==> src/logic/fsl_params.svh <==
// Purpose: constants of the fieldbus symbol sublayer
// Assumes: 40 MHz pclk
// Notes: included by its bare name
`ifndef FSL_PARAMS_SVH
`define FSL_PARAMS_SVH

// ----------------------------------------
// timing
// ----------------------------------------
`define FSL_CLK_MHZ 40
`define FSL_SYM_PERIOD_NS 1000
`define FSL_SYM_MIN_NS 900
`define FSL_SYM_MAX_NS 1100
`define FSL_SYM_CYC ((`FSL_SYM_PERIOD_NS * `FSL_CLK_MHZ) / 1000)
`define FSL_SYM_MIN_CYC ((`FSL_SYM_MIN_NS * `FSL_CLK_MHZ + 999) / 1000)
`define FSL_SYM_MAX_CYC ((`FSL_SYM_MAX_NS * `FSL_CLK_MHZ) / 1000)
`define FSL_CARRIER_HIST 4
`define FSL_OVERLEN_NODE_OCTETS 1024
`define FSL_OVERLEN_REPEATER_OCTETS 2048
`define FSL_OVERLEN_NODE_SYMS (`FSL_OVERLEN_NODE_OCTETS * 8)
`define FSL_OVERLEN_REPEATER_SYMS (`FSL_OVERLEN_REPEATER_OCTETS * 8)

// ----------------------------------------
// symbols and delimiters
// ----------------------------------------
`define FSL_SYM_ZERO 2'h0
`define FSL_SYM_ONE 2'h1
`define FSL_SYM_NONDATA_PLUS 2'h2
`define FSL_SYM_NONDATA_MINUS 2'h3
`define FSL_DELIM_LEN 8
`define FSL_SD_PATTERN 16'h6D38
`define FSL_ED_PATTERN 16'h6ED1

// ----------------------------------------
// registers
// ----------------------------------------
`define FSL_REG_CTRL 12'h000
`define FSL_REG_STATUS 12'h004
`define FSL_REG_FRAME_LEN 12'h008
`define FSL_CTRL_RX_EN 0
`define FSL_CTRL_ALARM_CLR 1
`define FSL_CTRL_INIT 2
`define FSL_STAT_LOCK 0
`define FSL_STAT_FRAME 1
`define FSL_STAT_CARRIER 2
`define FSL_STAT_ALARM 3
`define FSL_STAT_STATUS_LSB 4
`define FSL_CTRL_RESET 1'b1

`endif

==> src/logic/fsl_pkg.sv <==
// Purpose: types of the fieldbus symbol sublayer
// Assumes: nothing
// Notes: constants live in fsl_params.svh
package fsl_pkg;
    typedef logic [1:0] fsl_sym_t;
    typedef enum logic [1:0] {
        FSL_STATUS_NONE,
        FSL_STATUS_NORMAL,
        FSL_STATUS_ABORT,
        FSL_STATUS_INVALID
    } fsl_status_t;
    typedef enum logic [1:0] {
        FSL_RX_IDLE,
        FSL_RX_DATA,
        FSL_RX_TAIL
    } fsl_rx_state_t;
    typedef enum logic [1:0] {
        FSL_SEL_NONE,
        FSL_SEL_CTRL,
        FSL_SEL_STATUS,
        FSL_SEL_LEN
    } fsl_sel_t;
endpackage

==> src/logic/fsl_symbol_sublayer.sv <==
// Purpose: symbol sublayer between data-link logic and attachment unit
// Assumes: attachment unit toggles mau_sym_toggle once per received symbol
// Notes: registers over APB, one wait state per transfer
// Operation
// - four symbol values, non-data only in delimiters
// - lock when valid, well-timed symbols arrive
// - drop lock on idle, bad data, bad timing
// - lock stands before start delimiter is seen
// - frame valid on lock plus start delimiter
// - frame valid drops at next non-data symbol
// - carrier if seen in last four symbols
// - pass decoded symbols out while locked
// - normal status for delimiter, clean data, end
// - abort status on second start delimiter
// - invalid status on stray non-data symbol
// - node alarm at 8192 frame symbols
// - repeater alarm at 16384 frame symbols
// - alarm latched until clear or init
//
// The implementer's own choices: the placing of the registers and the APB slave port.
`timescale 1ns/1ps
`include "fsl_params.svh"
module fsl_symbol_sublayer #(
    parameter logic [14:0] OVERLEN_NODE_SYMS = 15'(`FSL_OVERLEN_NODE_SYMS),
    parameter logic [14:0] OVERLEN_REPEATER_SYMS = 15'(`FSL_OVERLEN_REPEATER_SYMS)
) (
    input wire logic pclk,
    input wire logic presetn,
    input wire logic ce,
    input wire logic psel,
    input wire logic penable,
    input wire logic pwrite,
    input wire logic [11:0] paddr,
    input wire logic [31:0] pwdata,
    output logic [31:0] prdata,
    output logic pready,
    output logic pslverr,
    input wire fsl_pkg::fsl_sym_t mau_rx_symbol,
    input wire logic mau_rx_valid,
    input wire logic mau_sym_toggle,
    input wire logic medium_carrier_in,
    output fsl_pkg::fsl_sym_t mau_tx_symbol,
    output logic mau_tx_enable,
    input wire fsl_pkg::fsl_sym_t tx_symbol_in,
    input wire logic tx_frame_active,
    output logic tx_symbol_taken,
    input wire logic source_node_select,
    input wire logic overlength_alarm_clear,
    output logic symbol_sync_flag,
    output logic rx_frame_valid,
    output logic carrier_present,
    output fsl_pkg::fsl_sym_t rx_symbol_out,
    output logic rx_symbol_strobe,
    output fsl_pkg::fsl_status_t rx_frame_status,
    output logic rx_status_strobe,
    output logic overlength_alarm
);
    import fsl_pkg::*;

    // ----------------------------------------
    // state
    // ----------------------------------------
    typedef struct packed {
        logic tog_prev;
        logic [5:0] gap_cnt;
        logic [5:0] st_cnt;
        logic [5:0] tx_cnt;
        logic lock;
        logic frame_valid;
        logic carrier;
        logic [`FSL_CARRIER_HIST-1:0] car_hist;
        fsl_sym_t rx_sym;
        logic rx_strobe;
        fsl_rx_state_t state;
        logic [3:0] tail_cnt;
        logic [14:0] sym_cnt;
        logic [14:0] last_len;
        fsl_status_t status;
        logic status_strobe;
        logic alarm;
        fsl_sym_t tx_sym;
        logic tx_en;
        logic tx_taken;
        logic ctrl_rx_en;
        logic pready;
        logic [31:0] prdata;
        logic pslverr;
    } fsl_top_st_t;

    fsl_top_st_t r;
    fsl_top_st_t next_r;

    function automatic fsl_sel_t fsl_decode(input logic [11:0] a);
        if (a == `FSL_REG_CTRL) begin
            return FSL_SEL_CTRL;
        end else if (a == `FSL_REG_STATUS) begin
            return FSL_SEL_STATUS;
        end else if (a == `FSL_REG_FRAME_LEN) begin
            return FSL_SEL_LEN;
        end else begin
            return FSL_SEL_NONE;
        end
    endfunction

    function automatic logic fsl_is_nondata(input fsl_sym_t s);
        return (s == `FSL_SYM_NONDATA_PLUS) || (s == `FSL_SYM_NONDATA_MINUS);
    endfunction

    // ----------------------------------------
    // pin synchronisers and delimiter matcher
    // ----------------------------------------
    // the symbol bits travel with the toggle; the unit holds them a whole
    // symbol, so they have settled by the time the toggle edge is seen
    logic [4:0] pins_q;
    fsl_sym_t q_sym;
    logic q_valid;
    logic q_tog;
    logic q_car;

    fsl_sync2 #(
        .W(5)
    ) u_sync (
        .pclk(pclk),
        .presetn(presetn),
        .ce(ce),
        .d({mau_rx_symbol, mau_rx_valid, mau_sym_toggle, medium_carrier_in}),
        .q(pins_q)
    );

    assign q_sym = pins_q[4:3];
    assign q_valid = pins_q[2];
    assign q_tog = pins_q[1];
    assign q_car = pins_q[0];

    logic rx_tick;
    logic next_lock;
    logic dtick;
    logic init_req;
    logic sd_hit;
    logic ed_hit;

    fsl_delim_match u_delim (
        .pclk(pclk),
        .presetn(presetn),
        .ce(ce),
        .clr(init_req || !next_lock),
        .tick(dtick),
        .sym(q_sym),
        .sd_hit(sd_hit),
        .ed_hit(ed_hit)
    );

    // ----------------------------------------
    // next state
    // ----------------------------------------
    logic acc;
    fsl_sel_t sel;
    logic wr_fire;
    logic clr_req;
    logic spacing_ok;
    logic sym_time;
    logic tx_tick;
    logic alarm_set;
    logic [14:0] cnt_inc;
    logic [14:0] thr;
    logic [31:0] rd;

    always_comb begin
        next_r = r;
        acc = psel && penable;
        sel = fsl_decode(paddr);
        wr_fire = acc && r.pready && pwrite && (sel == FSL_SEL_CTRL);
        init_req = wr_fire && pwdata[`FSL_CTRL_INIT];
        clr_req = overlength_alarm_clear || (wr_fire && pwdata[`FSL_CTRL_ALARM_CLR]);
        alarm_set = 1'b0;
        cnt_inc = (r.sym_cnt == 15'h7FFF) ? r.sym_cnt : r.sym_cnt + 15'h0001;
        thr = source_node_select ? OVERLEN_NODE_SYMS : OVERLEN_REPEATER_SYMS;
        rd = '0;

        // ---- symbol timing and lock ----
        rx_tick = (q_tog != r.tog_prev) && r.ctrl_rx_en;
        next_r.tog_prev = q_tog;
        spacing_ok = (r.gap_cnt >= 6'(`FSL_SYM_MIN_CYC)) &&
                     (r.gap_cnt <= 6'(`FSL_SYM_MAX_CYC));
        if (rx_tick) begin
            next_r.gap_cnt = 6'h01;
        end else if (r.gap_cnt != 6'h3F) begin
            next_r.gap_cnt = r.gap_cnt + 6'h01;
        end
        // the first symbol after silence has no interval to judge, so lock
        // comes with the second; the preamble covers this
        if (init_req) begin
            next_lock = 1'b0;
        end else if (rx_tick) begin
            next_lock = q_valid && spacing_ok;
        end else if (r.gap_cnt > 6'(`FSL_SYM_MAX_CYC)) begin
            next_lock = 1'b0;
        end else begin
            next_lock = r.lock;
        end
        next_r.lock = next_lock;
        dtick = rx_tick && next_lock;

        // ---- symbol output ----
        next_r.rx_strobe = dtick;
        if (dtick) begin
            next_r.rx_sym = q_sym;
        end

        // ---- carrier history, one step per symbol time ----
        sym_time = 1'b0;
        if (rx_tick) begin
            next_r.st_cnt = '0;
            sym_time = 1'b1;
        end else if (r.st_cnt == 6'(`FSL_SYM_CYC - 1)) begin
            next_r.st_cnt = '0;
            sym_time = 1'b1;
        end else begin
            next_r.st_cnt = r.st_cnt + 6'h01;
        end
        if (init_req) begin
            next_r.car_hist = '0;
            next_r.carrier = 1'b0;
        end else if (sym_time) begin
            next_r.car_hist = {r.car_hist[`FSL_CARRIER_HIST-2:0], q_car};
            next_r.carrier = |next_r.car_hist;
        end

        // ---- frame tracking ----
        next_r.status_strobe = 1'b0;
        if (init_req || !next_lock) begin
            next_r.frame_valid = 1'b0;
            next_r.state = FSL_RX_IDLE;
            next_r.sym_cnt = '0;
            if (init_req) begin
                next_r.status = FSL_STATUS_NONE;
            end
        end else if (dtick) begin
            case (r.state)
                FSL_RX_IDLE: begin
                    if (sd_hit && r.lock) begin
                        next_r.frame_valid = 1'b1;
                        next_r.state = FSL_RX_DATA;
                        next_r.sym_cnt = '0;
                    end
                end
                FSL_RX_DATA: begin
                    if (fsl_is_nondata(q_sym)) begin
                        next_r.frame_valid = 1'b0;
                        next_r.state = FSL_RX_TAIL;
                        next_r.tail_cnt = 4'h1;
                        next_r.last_len = r.sym_cnt;
                        next_r.sym_cnt = '0;
                    end else begin
                        next_r.sym_cnt = cnt_inc;
                        alarm_set = (cnt_inc >= thr);
                    end
                end
                FSL_RX_TAIL: begin
                    next_r.tail_cnt = r.tail_cnt + 4'h1;
                    if (sd_hit) begin
                        next_r.status = FSL_STATUS_ABORT;
                        next_r.status_strobe = 1'b1;
                        next_r.state = FSL_RX_IDLE;
                    end else if (ed_hit) begin
                        next_r.status = FSL_STATUS_NORMAL;
                        next_r.status_strobe = 1'b1;
                        next_r.state = FSL_RX_IDLE;
                    end else if (r.tail_cnt == 4'(`FSL_DELIM_LEN)) begin
                        // no delimiter can still complete around this symbol
                        next_r.status = FSL_STATUS_INVALID;
                        next_r.status_strobe = 1'b1;
                        next_r.state = FSL_RX_IDLE;
                    end
                end
                default: begin
                    next_r.state = FSL_RX_IDLE;
                end
            endcase
        end

        // ---- over-length alarm, set wins over clear ----
        next_r.alarm = (r.alarm && !clr_req && !init_req) || alarm_set;

        // ---- transmit path, one symbol per symbol time ----
        tx_tick = (r.tx_cnt == 6'(`FSL_SYM_CYC - 1));
        next_r.tx_cnt = tx_tick ? 6'h00 : r.tx_cnt + 6'h01;
        next_r.tx_taken = 1'b0;
        if (init_req) begin
            next_r.tx_en = 1'b0;
            next_r.tx_sym = `FSL_SYM_ZERO;
        end else if (tx_tick) begin
            // an idle data-link side already drives zero; forcing it keeps
            // the line quiet even if it does not
            next_r.tx_sym = tx_frame_active ? tx_symbol_in : `FSL_SYM_ZERO;
            next_r.tx_en = tx_frame_active;
            next_r.tx_taken = tx_frame_active;
        end

        // ---- APB slave ----
        next_r.pready = 1'b0;
        next_r.pslverr = 1'b0;
        if (acc && !r.pready) begin
            next_r.pready = 1'b1;
            next_r.pslverr = (sel == FSL_SEL_NONE);
            if (sel == FSL_SEL_CTRL) begin
                rd[`FSL_CTRL_RX_EN] = r.ctrl_rx_en;
            end else if (sel == FSL_SEL_STATUS) begin
                rd[`FSL_STAT_LOCK] = r.lock;
                rd[`FSL_STAT_FRAME] = r.frame_valid;
                rd[`FSL_STAT_CARRIER] = r.carrier;
                rd[`FSL_STAT_ALARM] = r.alarm;
                rd[`FSL_STAT_STATUS_LSB +: 2] = r.status;
            end else if (sel == FSL_SEL_LEN) begin
                rd[14:0] = r.last_len;
            end
            next_r.prdata = pwrite ? 32'h0000_0000 : rd;
        end
        if (wr_fire) begin
            next_r.ctrl_rx_en = pwdata[`FSL_CTRL_RX_EN];
        end
    end

    // ----------------------------------------
    // registers
    // ----------------------------------------
    always_ff @(posedge pclk or negedge presetn) begin
        if (!presetn) begin
            r <= '0;
            r.ctrl_rx_en <= `FSL_CTRL_RESET;
        end else if (ce) begin
            r <= next_r;
        end
    end

    assign prdata = r.prdata;
    assign pready = r.pready;
    assign pslverr = r.pslverr;
    assign mau_tx_symbol = r.tx_sym;
    assign mau_tx_enable = r.tx_en;
    assign tx_symbol_taken = r.tx_taken;
    assign symbol_sync_flag = r.lock;
    assign rx_frame_valid = r.frame_valid;
    assign carrier_present = r.carrier;
    assign rx_symbol_out = r.rx_sym;
    assign rx_symbol_strobe = r.rx_strobe;
    assign rx_frame_status = r.status;
    assign rx_status_strobe = r.status_strobe;
    assign overlength_alarm = r.alarm;
endmodule

==> src/logic/fsl_sync2.sv <==
// Purpose: two flip-flop synchroniser for pin inputs
// Assumes: multi-bit use only for bits held stable around a toggle
// Notes: stage one is read by stage two only
`timescale 1ns/1ps
module fsl_sync2 #(
    parameter int W = 1
) (
    input wire logic pclk,
    input wire logic presetn,
    input wire logic ce,
    input wire logic [W-1:0] d,
    output logic [W-1:0] q
);
    typedef struct packed {
        logic [W-1:0] s1;
        logic [W-1:0] s2;
    } fsl_sync_st_t;

    fsl_sync_st_t r;
    fsl_sync_st_t next_r;

    always_comb begin
        next_r = r;
        next_r.s1 = d;
        next_r.s2 = r.s1;
    end

    always_ff @(posedge pclk or negedge presetn) begin
        if (!presetn) begin
            r <= '0;
        end else if (ce) begin
            r <= next_r;
        end
    end

    assign q = r.s2;
endmodule

==> src/logic/fsl_delim_match.sv <==
// Purpose: spots start and end delimiters in the symbol stream
// Assumes: tick marks one accepted symbol
// Notes: hits are combinational from history plus the current symbol
`timescale 1ns/1ps
`include "fsl_params.svh"
module fsl_delim_match (
    input wire logic pclk,
    input wire logic presetn,
    input wire logic ce,
    input wire logic clr,
    input wire logic tick,
    input wire fsl_pkg::fsl_sym_t sym,
    output logic sd_hit,
    output logic ed_hit
);
    import fsl_pkg::*;

    typedef struct packed {
        logic [2*`FSL_DELIM_LEN-3:0] hist;
    } fsl_delim_st_t;

    fsl_delim_st_t r;
    fsl_delim_st_t next_r;
    logic [2*`FSL_DELIM_LEN-1:0] window;

    always_comb begin
        window = {r.hist, sym};
        next_r = r;
        if (clr) begin
            next_r.hist = '0;
        end else if (tick) begin
            next_r.hist = window[2*`FSL_DELIM_LEN-3:0];
        end
    end

    always_ff @(posedge pclk or negedge presetn) begin
        if (!presetn) begin
            r <= '0;
        end else if (ce) begin
            r <= next_r;
        end
    end

    assign sd_hit = tick && !clr && (window == `FSL_SD_PATTERN);
    assign ed_hit = tick && !clr && (window == `FSL_ED_PATTERN);
endmodule

==> config.mk <==
export PLATFORM = sky130hd
export DESIGN_NAME = fsl_symbol_sublayer
export DESIGN_NICKNAME = d
export VERILOG_FILES = /design/src/logic/fsl_pkg.sv /design/src/logic/fsl_symbol_sublayer.sv /design/src/logic/fsl_sync2.sv /design/src/logic/fsl_delim_match.sv
export VERILOG_INCLUDE_DIRS = /design/src /design/src/logic
export SDC_FILE = /design/constraint.sdc
export NUM_CORES = 1
export LEC_CHECK = 0
export BUFFER_PORTS_ARGS = -buffer_cell sky130_fd_sc_hd__buf_4
export CAP_MARGIN = 15
export CORE_ASPECT_RATIO = 0.9
export CORE_MARGIN = 5
export CORE_UTILIZATION = 30
export DETAILED_ROUTE_END_ITERATION = 8
export PLACE_DENSITY = 0.51
export SYNTH_ARGS = -nofsm -noshare
export SYNTH_HDL_FRONTEND = slang
export SYNTH_SLANG_ARGS = --single-unit
==> constraint.sdc <==
create_clock -name pclk -period 2.75 [get_ports pclk]
set_clock_uncertainty 0.2 [all_clocks]
set_input_delay 0.4125 -clock pclk [delete_from_list [all_inputs] [get_ports pclk]]
set_output_delay 0.4125 -clock pclk [all_outputs]
set_load 0.02 [all_outputs]
==> summary.md <==
| Metric | Value |
|---|---|
| PnR worst setup slack | `0.1365 ns` |
| Worst skew pair latency | `0.41 ns` |
| Nets@finish | `737` |
| Critical Path Max Stage Delay | `0.56 ns` |
| Final ANT Viol Nets | `0` |
| Routed WL per cell | `16.46 microns` |
| Critical path class | `register to register` |
| Vias in the first global route | `4771` |
| Max-slew violations | `0` |
| Status | `finished, final reports clean` |
| Overflow after GRT | `0` |
| Crit. End Element | `register` |
| H-Tree Depth | `4` |
| Critical Path Source Type | `register` |
| Syn Std Cell Area | `6031 sq um` |
| Die ar. | `23040 sq um` |
| Max VDD drop | `330.8 uV` |
| Initial antenna violation count | `0` |
| Max cap viols | `0` |
| Commonest non-fill, non-tap cell in the layout | `dfrtp_1` |
| Setup TNS | `0 ns` |
| Starting Density | `0.3036` |
| Power per Cell Area | `662.7 nW/um^2` |
| Critical path fanouts, max | `5` |
| Period utilisation layout | `0.9504` |
| Pleak | `3.447 nW` |
| # IOs | `108` |
| Post-Syn Instances | `585` |
| Share of cells above drive strength 1 | `0.2747` |
| Worst path arrival time | `2.74 ns` |
| Clock sinks | `114` |
| Setup violations, final | `0` |
| Synth Flop Type | `dfrtp_1` |
| Initial DRC count | `337` |
| Unrepaired setup endpoints after global routing | `no` |
| Worst Hold Class | `input pin to register` |
| Core area | `19860 sq um` |
| DRC viols | `0` |
| Vias | `4804` |
| Overall power consumption | `4.966 mW` |
| Clock buffer count from CTS | `17` |
| Crit-path leading delay family | `simple AND/OR/NAND/NOR gates` |
| Placed Cells incl. Taps | `899` |
| DP Worst Slack | `0.03309 ns` |
| Final wirelength | `15.34 mm` |
| Asr flop ratio synth | `1.000` |
| Slew margin rel. | `0.4786` |
| Synthesized flop and latch total | `114` |
| CTS tree | `done` |
| Worst EP required | `2.88 ns` |
| Commonest cells after routing, fill and taps aside | `dfrtp_1 (113), buf_4 (107), nand2_1 (44)` |
| Area Overhead vs Synth | `24.25%` |
| Netlist cell types | `71` |
| Worst Tran Pin Value | `0.7750 ns` |
| Critical-path top delay cell | `or4_1` |
| Post-Route Utilization | `0.3772` |
| CTS Root Cell | `clkbuf_16` |
| Max frequency | `0.3826 GHz` |
| Core Rows | `49` |
| PortBufs | `61` |
| Post-DP HPWL | `11.29 mm` |
| Seq/Total Area, Yosys | `0.4732` |
| Synth Area per Inst | `10.31 sq um` |
| Pre-antenna DRT Iters | `8` |
| Via/cell ratio | `5.155` |
| Max clock buf depth | `2` |
| Synth warnings | `0` |
| # diodes | `0` |
| Layout fillers | `1998` |
| Largest net degree at the start of global routing | `51` |
| Min Tclk post-route | `2.614 ns` |
| Post-CTS setup buffer count | `0` |
| Number of synthesized flops with an enable pin | `0` |
| Non-Filler Instances | `932` |
| Global-route wire length before repair | `25.49 mm` |
| Buf/Inv on CP | `0` |
| Die Span Y | `144.5 microns` |
| Clk pin slew, worst setup/hold paths | `0.06 ns` |
| Cells along the critical path | `ha_1 -> nand4_4 -> or4_1 -> or3_1 -> a221oi_2 -> nand4_1 -> o21ai_1` |
| Die width | `159.5 microns` |
| Fin. Hold Viols | `0` |
| GP Congestion | `0.8641` |
| Gr usage total | `0.1361` |
-- metrics by stage --
stage                     hold slack [ns]  cell area [sq um]
after floorplan                  -0.08309               6091
after global placement             0.2675               6880
after detailed placement           0.2660               6880
after CTS                        0.008651               7487
after global routing             0.007964               7493
final                             0.02431               7493
-- worst reg2reg max path, cell delays in order (launching register included) --
cell      delay (ns)
dfrtp_1         0.42
ha_1            0.25
nand4_4         0.15
or4_1           0.56
or3_1           0.33
a221oi_2        0.27
nand4_1         0.16
o21ai_1         0.19
-- cells by family (layout without fill, tap and decap cells) --
| kind of cell | Yosys count | count (layout) | share of synthesized area |
|---|---|---|---|
| AO/OA/AOI/OAI | 152 | 152 | 0.1828 |
| adder cells (fa/ha/maj) | 13 | 13 | 0.02697 |
| other | 1 | 17 | 0.0006218 |
| buffers and inverters | 90 | 166 | 0.08299 |
| XOR/XNOR | 13 | 13 | 0.01888 |
| multiplexers | 33 | 33 | 0.06100 |
| flip-flops | 114 | 114 | 0.4732 |
| AND/OR/NAND/NOR | 169 | 169 | 0.1535 |
-- synthesized netlist by cell type, types with 3 or more instances --
| library cell | number | share of area |
|---|---|---|
| buf_4 | 39 | 0.049 |
| clkbuf_1 | 13 | 0.0081 |
| nand4b_1 | 4 | 0.0058 |
| or3_1 | 3 | 0.0031 |
| o211ai_1 | 7 | 0.0087 |
| xnor2_1 | 8 | 0.012 |
| nand2_1 | 44 | 0.027 |
| a21o_1 | 4 | 0.0050 |
| or4_1 | 5 | 0.0062 |
| and3_1 | 5 | 0.0052 |
| nor3_1 | 15 | 0.012 |
| xor2_1 | 5 | 0.0073 |
| o31ai_1 | 5 | 0.0062 |
| mux2i_1 | 3 | 0.0050 |
| nand4_1 | 15 | 0.016 |
| o21ai_0 | 31 | 0.026 |
| a22oi_1 | 7 | 0.0087 |
| or2_2 | 5 | 0.0052 |
| buf_1 | 3 | 0.0019 |
| a21oi_1 | 17 | 0.014 |
| o21ai_1 | 4 | 0.0033 |
| inv_1 | 22 | 0.014 |
| o2bb2ai_1 | 4 | 0.0058 |
| mux2_2 | 30 | 0.056 |
| dfrtp_1 | 113 | 0.47 |
| buf_2 | 12 | 0.010 |
| nand2b_1 | 3 | 0.0031 |
| nand3_1 | 15 | 0.012 |
| nor4_1 | 7 | 0.0073 |
| o21a_1 | 4 | 0.0050 |
| and2_1 | 5 | 0.0052 |
| a31oi_1 | 5 | 0.0052 |
| ha_1 | 13 | 0.027 |
| a22o_1 | 28 | 0.041 |
| a41oi_1 | 7 | 0.010 |
| nor2_1 | 27 | 0.017 |
-- sequential cells by signal, indices dropped and copies added, names as in the netlist, 2 cells and up --
register	flops
u_sync.next_r	5
rx_frame_status	2
r	59
u_delim.r	14
u_sync.q	5
rx_symbol_out	2
prdata	15
mau_tx_symbol	2
-- per-layer routing --
layer	vias up	track usage	part of all wire	wire [microns]
met2	132	0.2196	0.46	7049
met1	2381	0.1832	0.49	7471
met5	-	0	0	0
met4	0	0.04309	0.010	159
met3	12	0.03163	0.043	664
li1	2279	-	-	-
-- repair_timing --
action | in CTS | in global routing
gates resized for setup | 0 | 1
hold buffers | 1 | 0
setup endpoints to repair | 0 | 1
hold endpoints to repair | 45 | 0
-- path summary, 6_finish.rpt --
| kind | slack [ns] | cells after the start | from | to |
|---|---|---|---|---|
| min | 0.02 | 2 | tx_symbol_in[0] | mau_tx_symbol[0]$_DFFE_PN0P_ |
| max in group asynchronous | 1.30 | 3 | presetn | r[67]$_DFFE_PN0P_ |
| max reg2reg | 0.14 | 7 | r[59]$_DFFE_PN0P_ | overlength_alarm$_DFFE_PN0P_ |
| max | 0.14 | 7 | r[59]$_DFFE_PN0P_ | overlength_alarm$_DFFE_PN0P_ |
| min in group asynchronous | 0.38 | 2 | presetn | tx_symbol_taken$_DFFE_PN0P_ |
| min reg2reg | 0.28 | 2 | prdata[3]$_DFFE_PN0P_ | prdata[3]$_DFFE_PN0P_ |
-- layout make-up --
type,instances,area (sq um),area share
Clock buffer,21,470.5,0.06278
Clock inverter,11,126.4,0.01686
Inverter,22,82.58,0.01102
Multi-Input combinational cell,397,2748,0.3667
Sequential cell,114,2854,0.3809
Tap cell,255,319.1,0.04258
Timing Repair Buffer,112,893.4,0.1192
-- where the power goes --
| group | internal [mW] | total (mW) | switching, mW |
|---|---|---|---|
| clock network | 1.41 | 2.23 | 0.817 |
| logic | 0.331 | 0.738 | 0.407 |
| registers | 1.82 | 2.00 | 0.176 |
(Power assumes the default switching activity.)
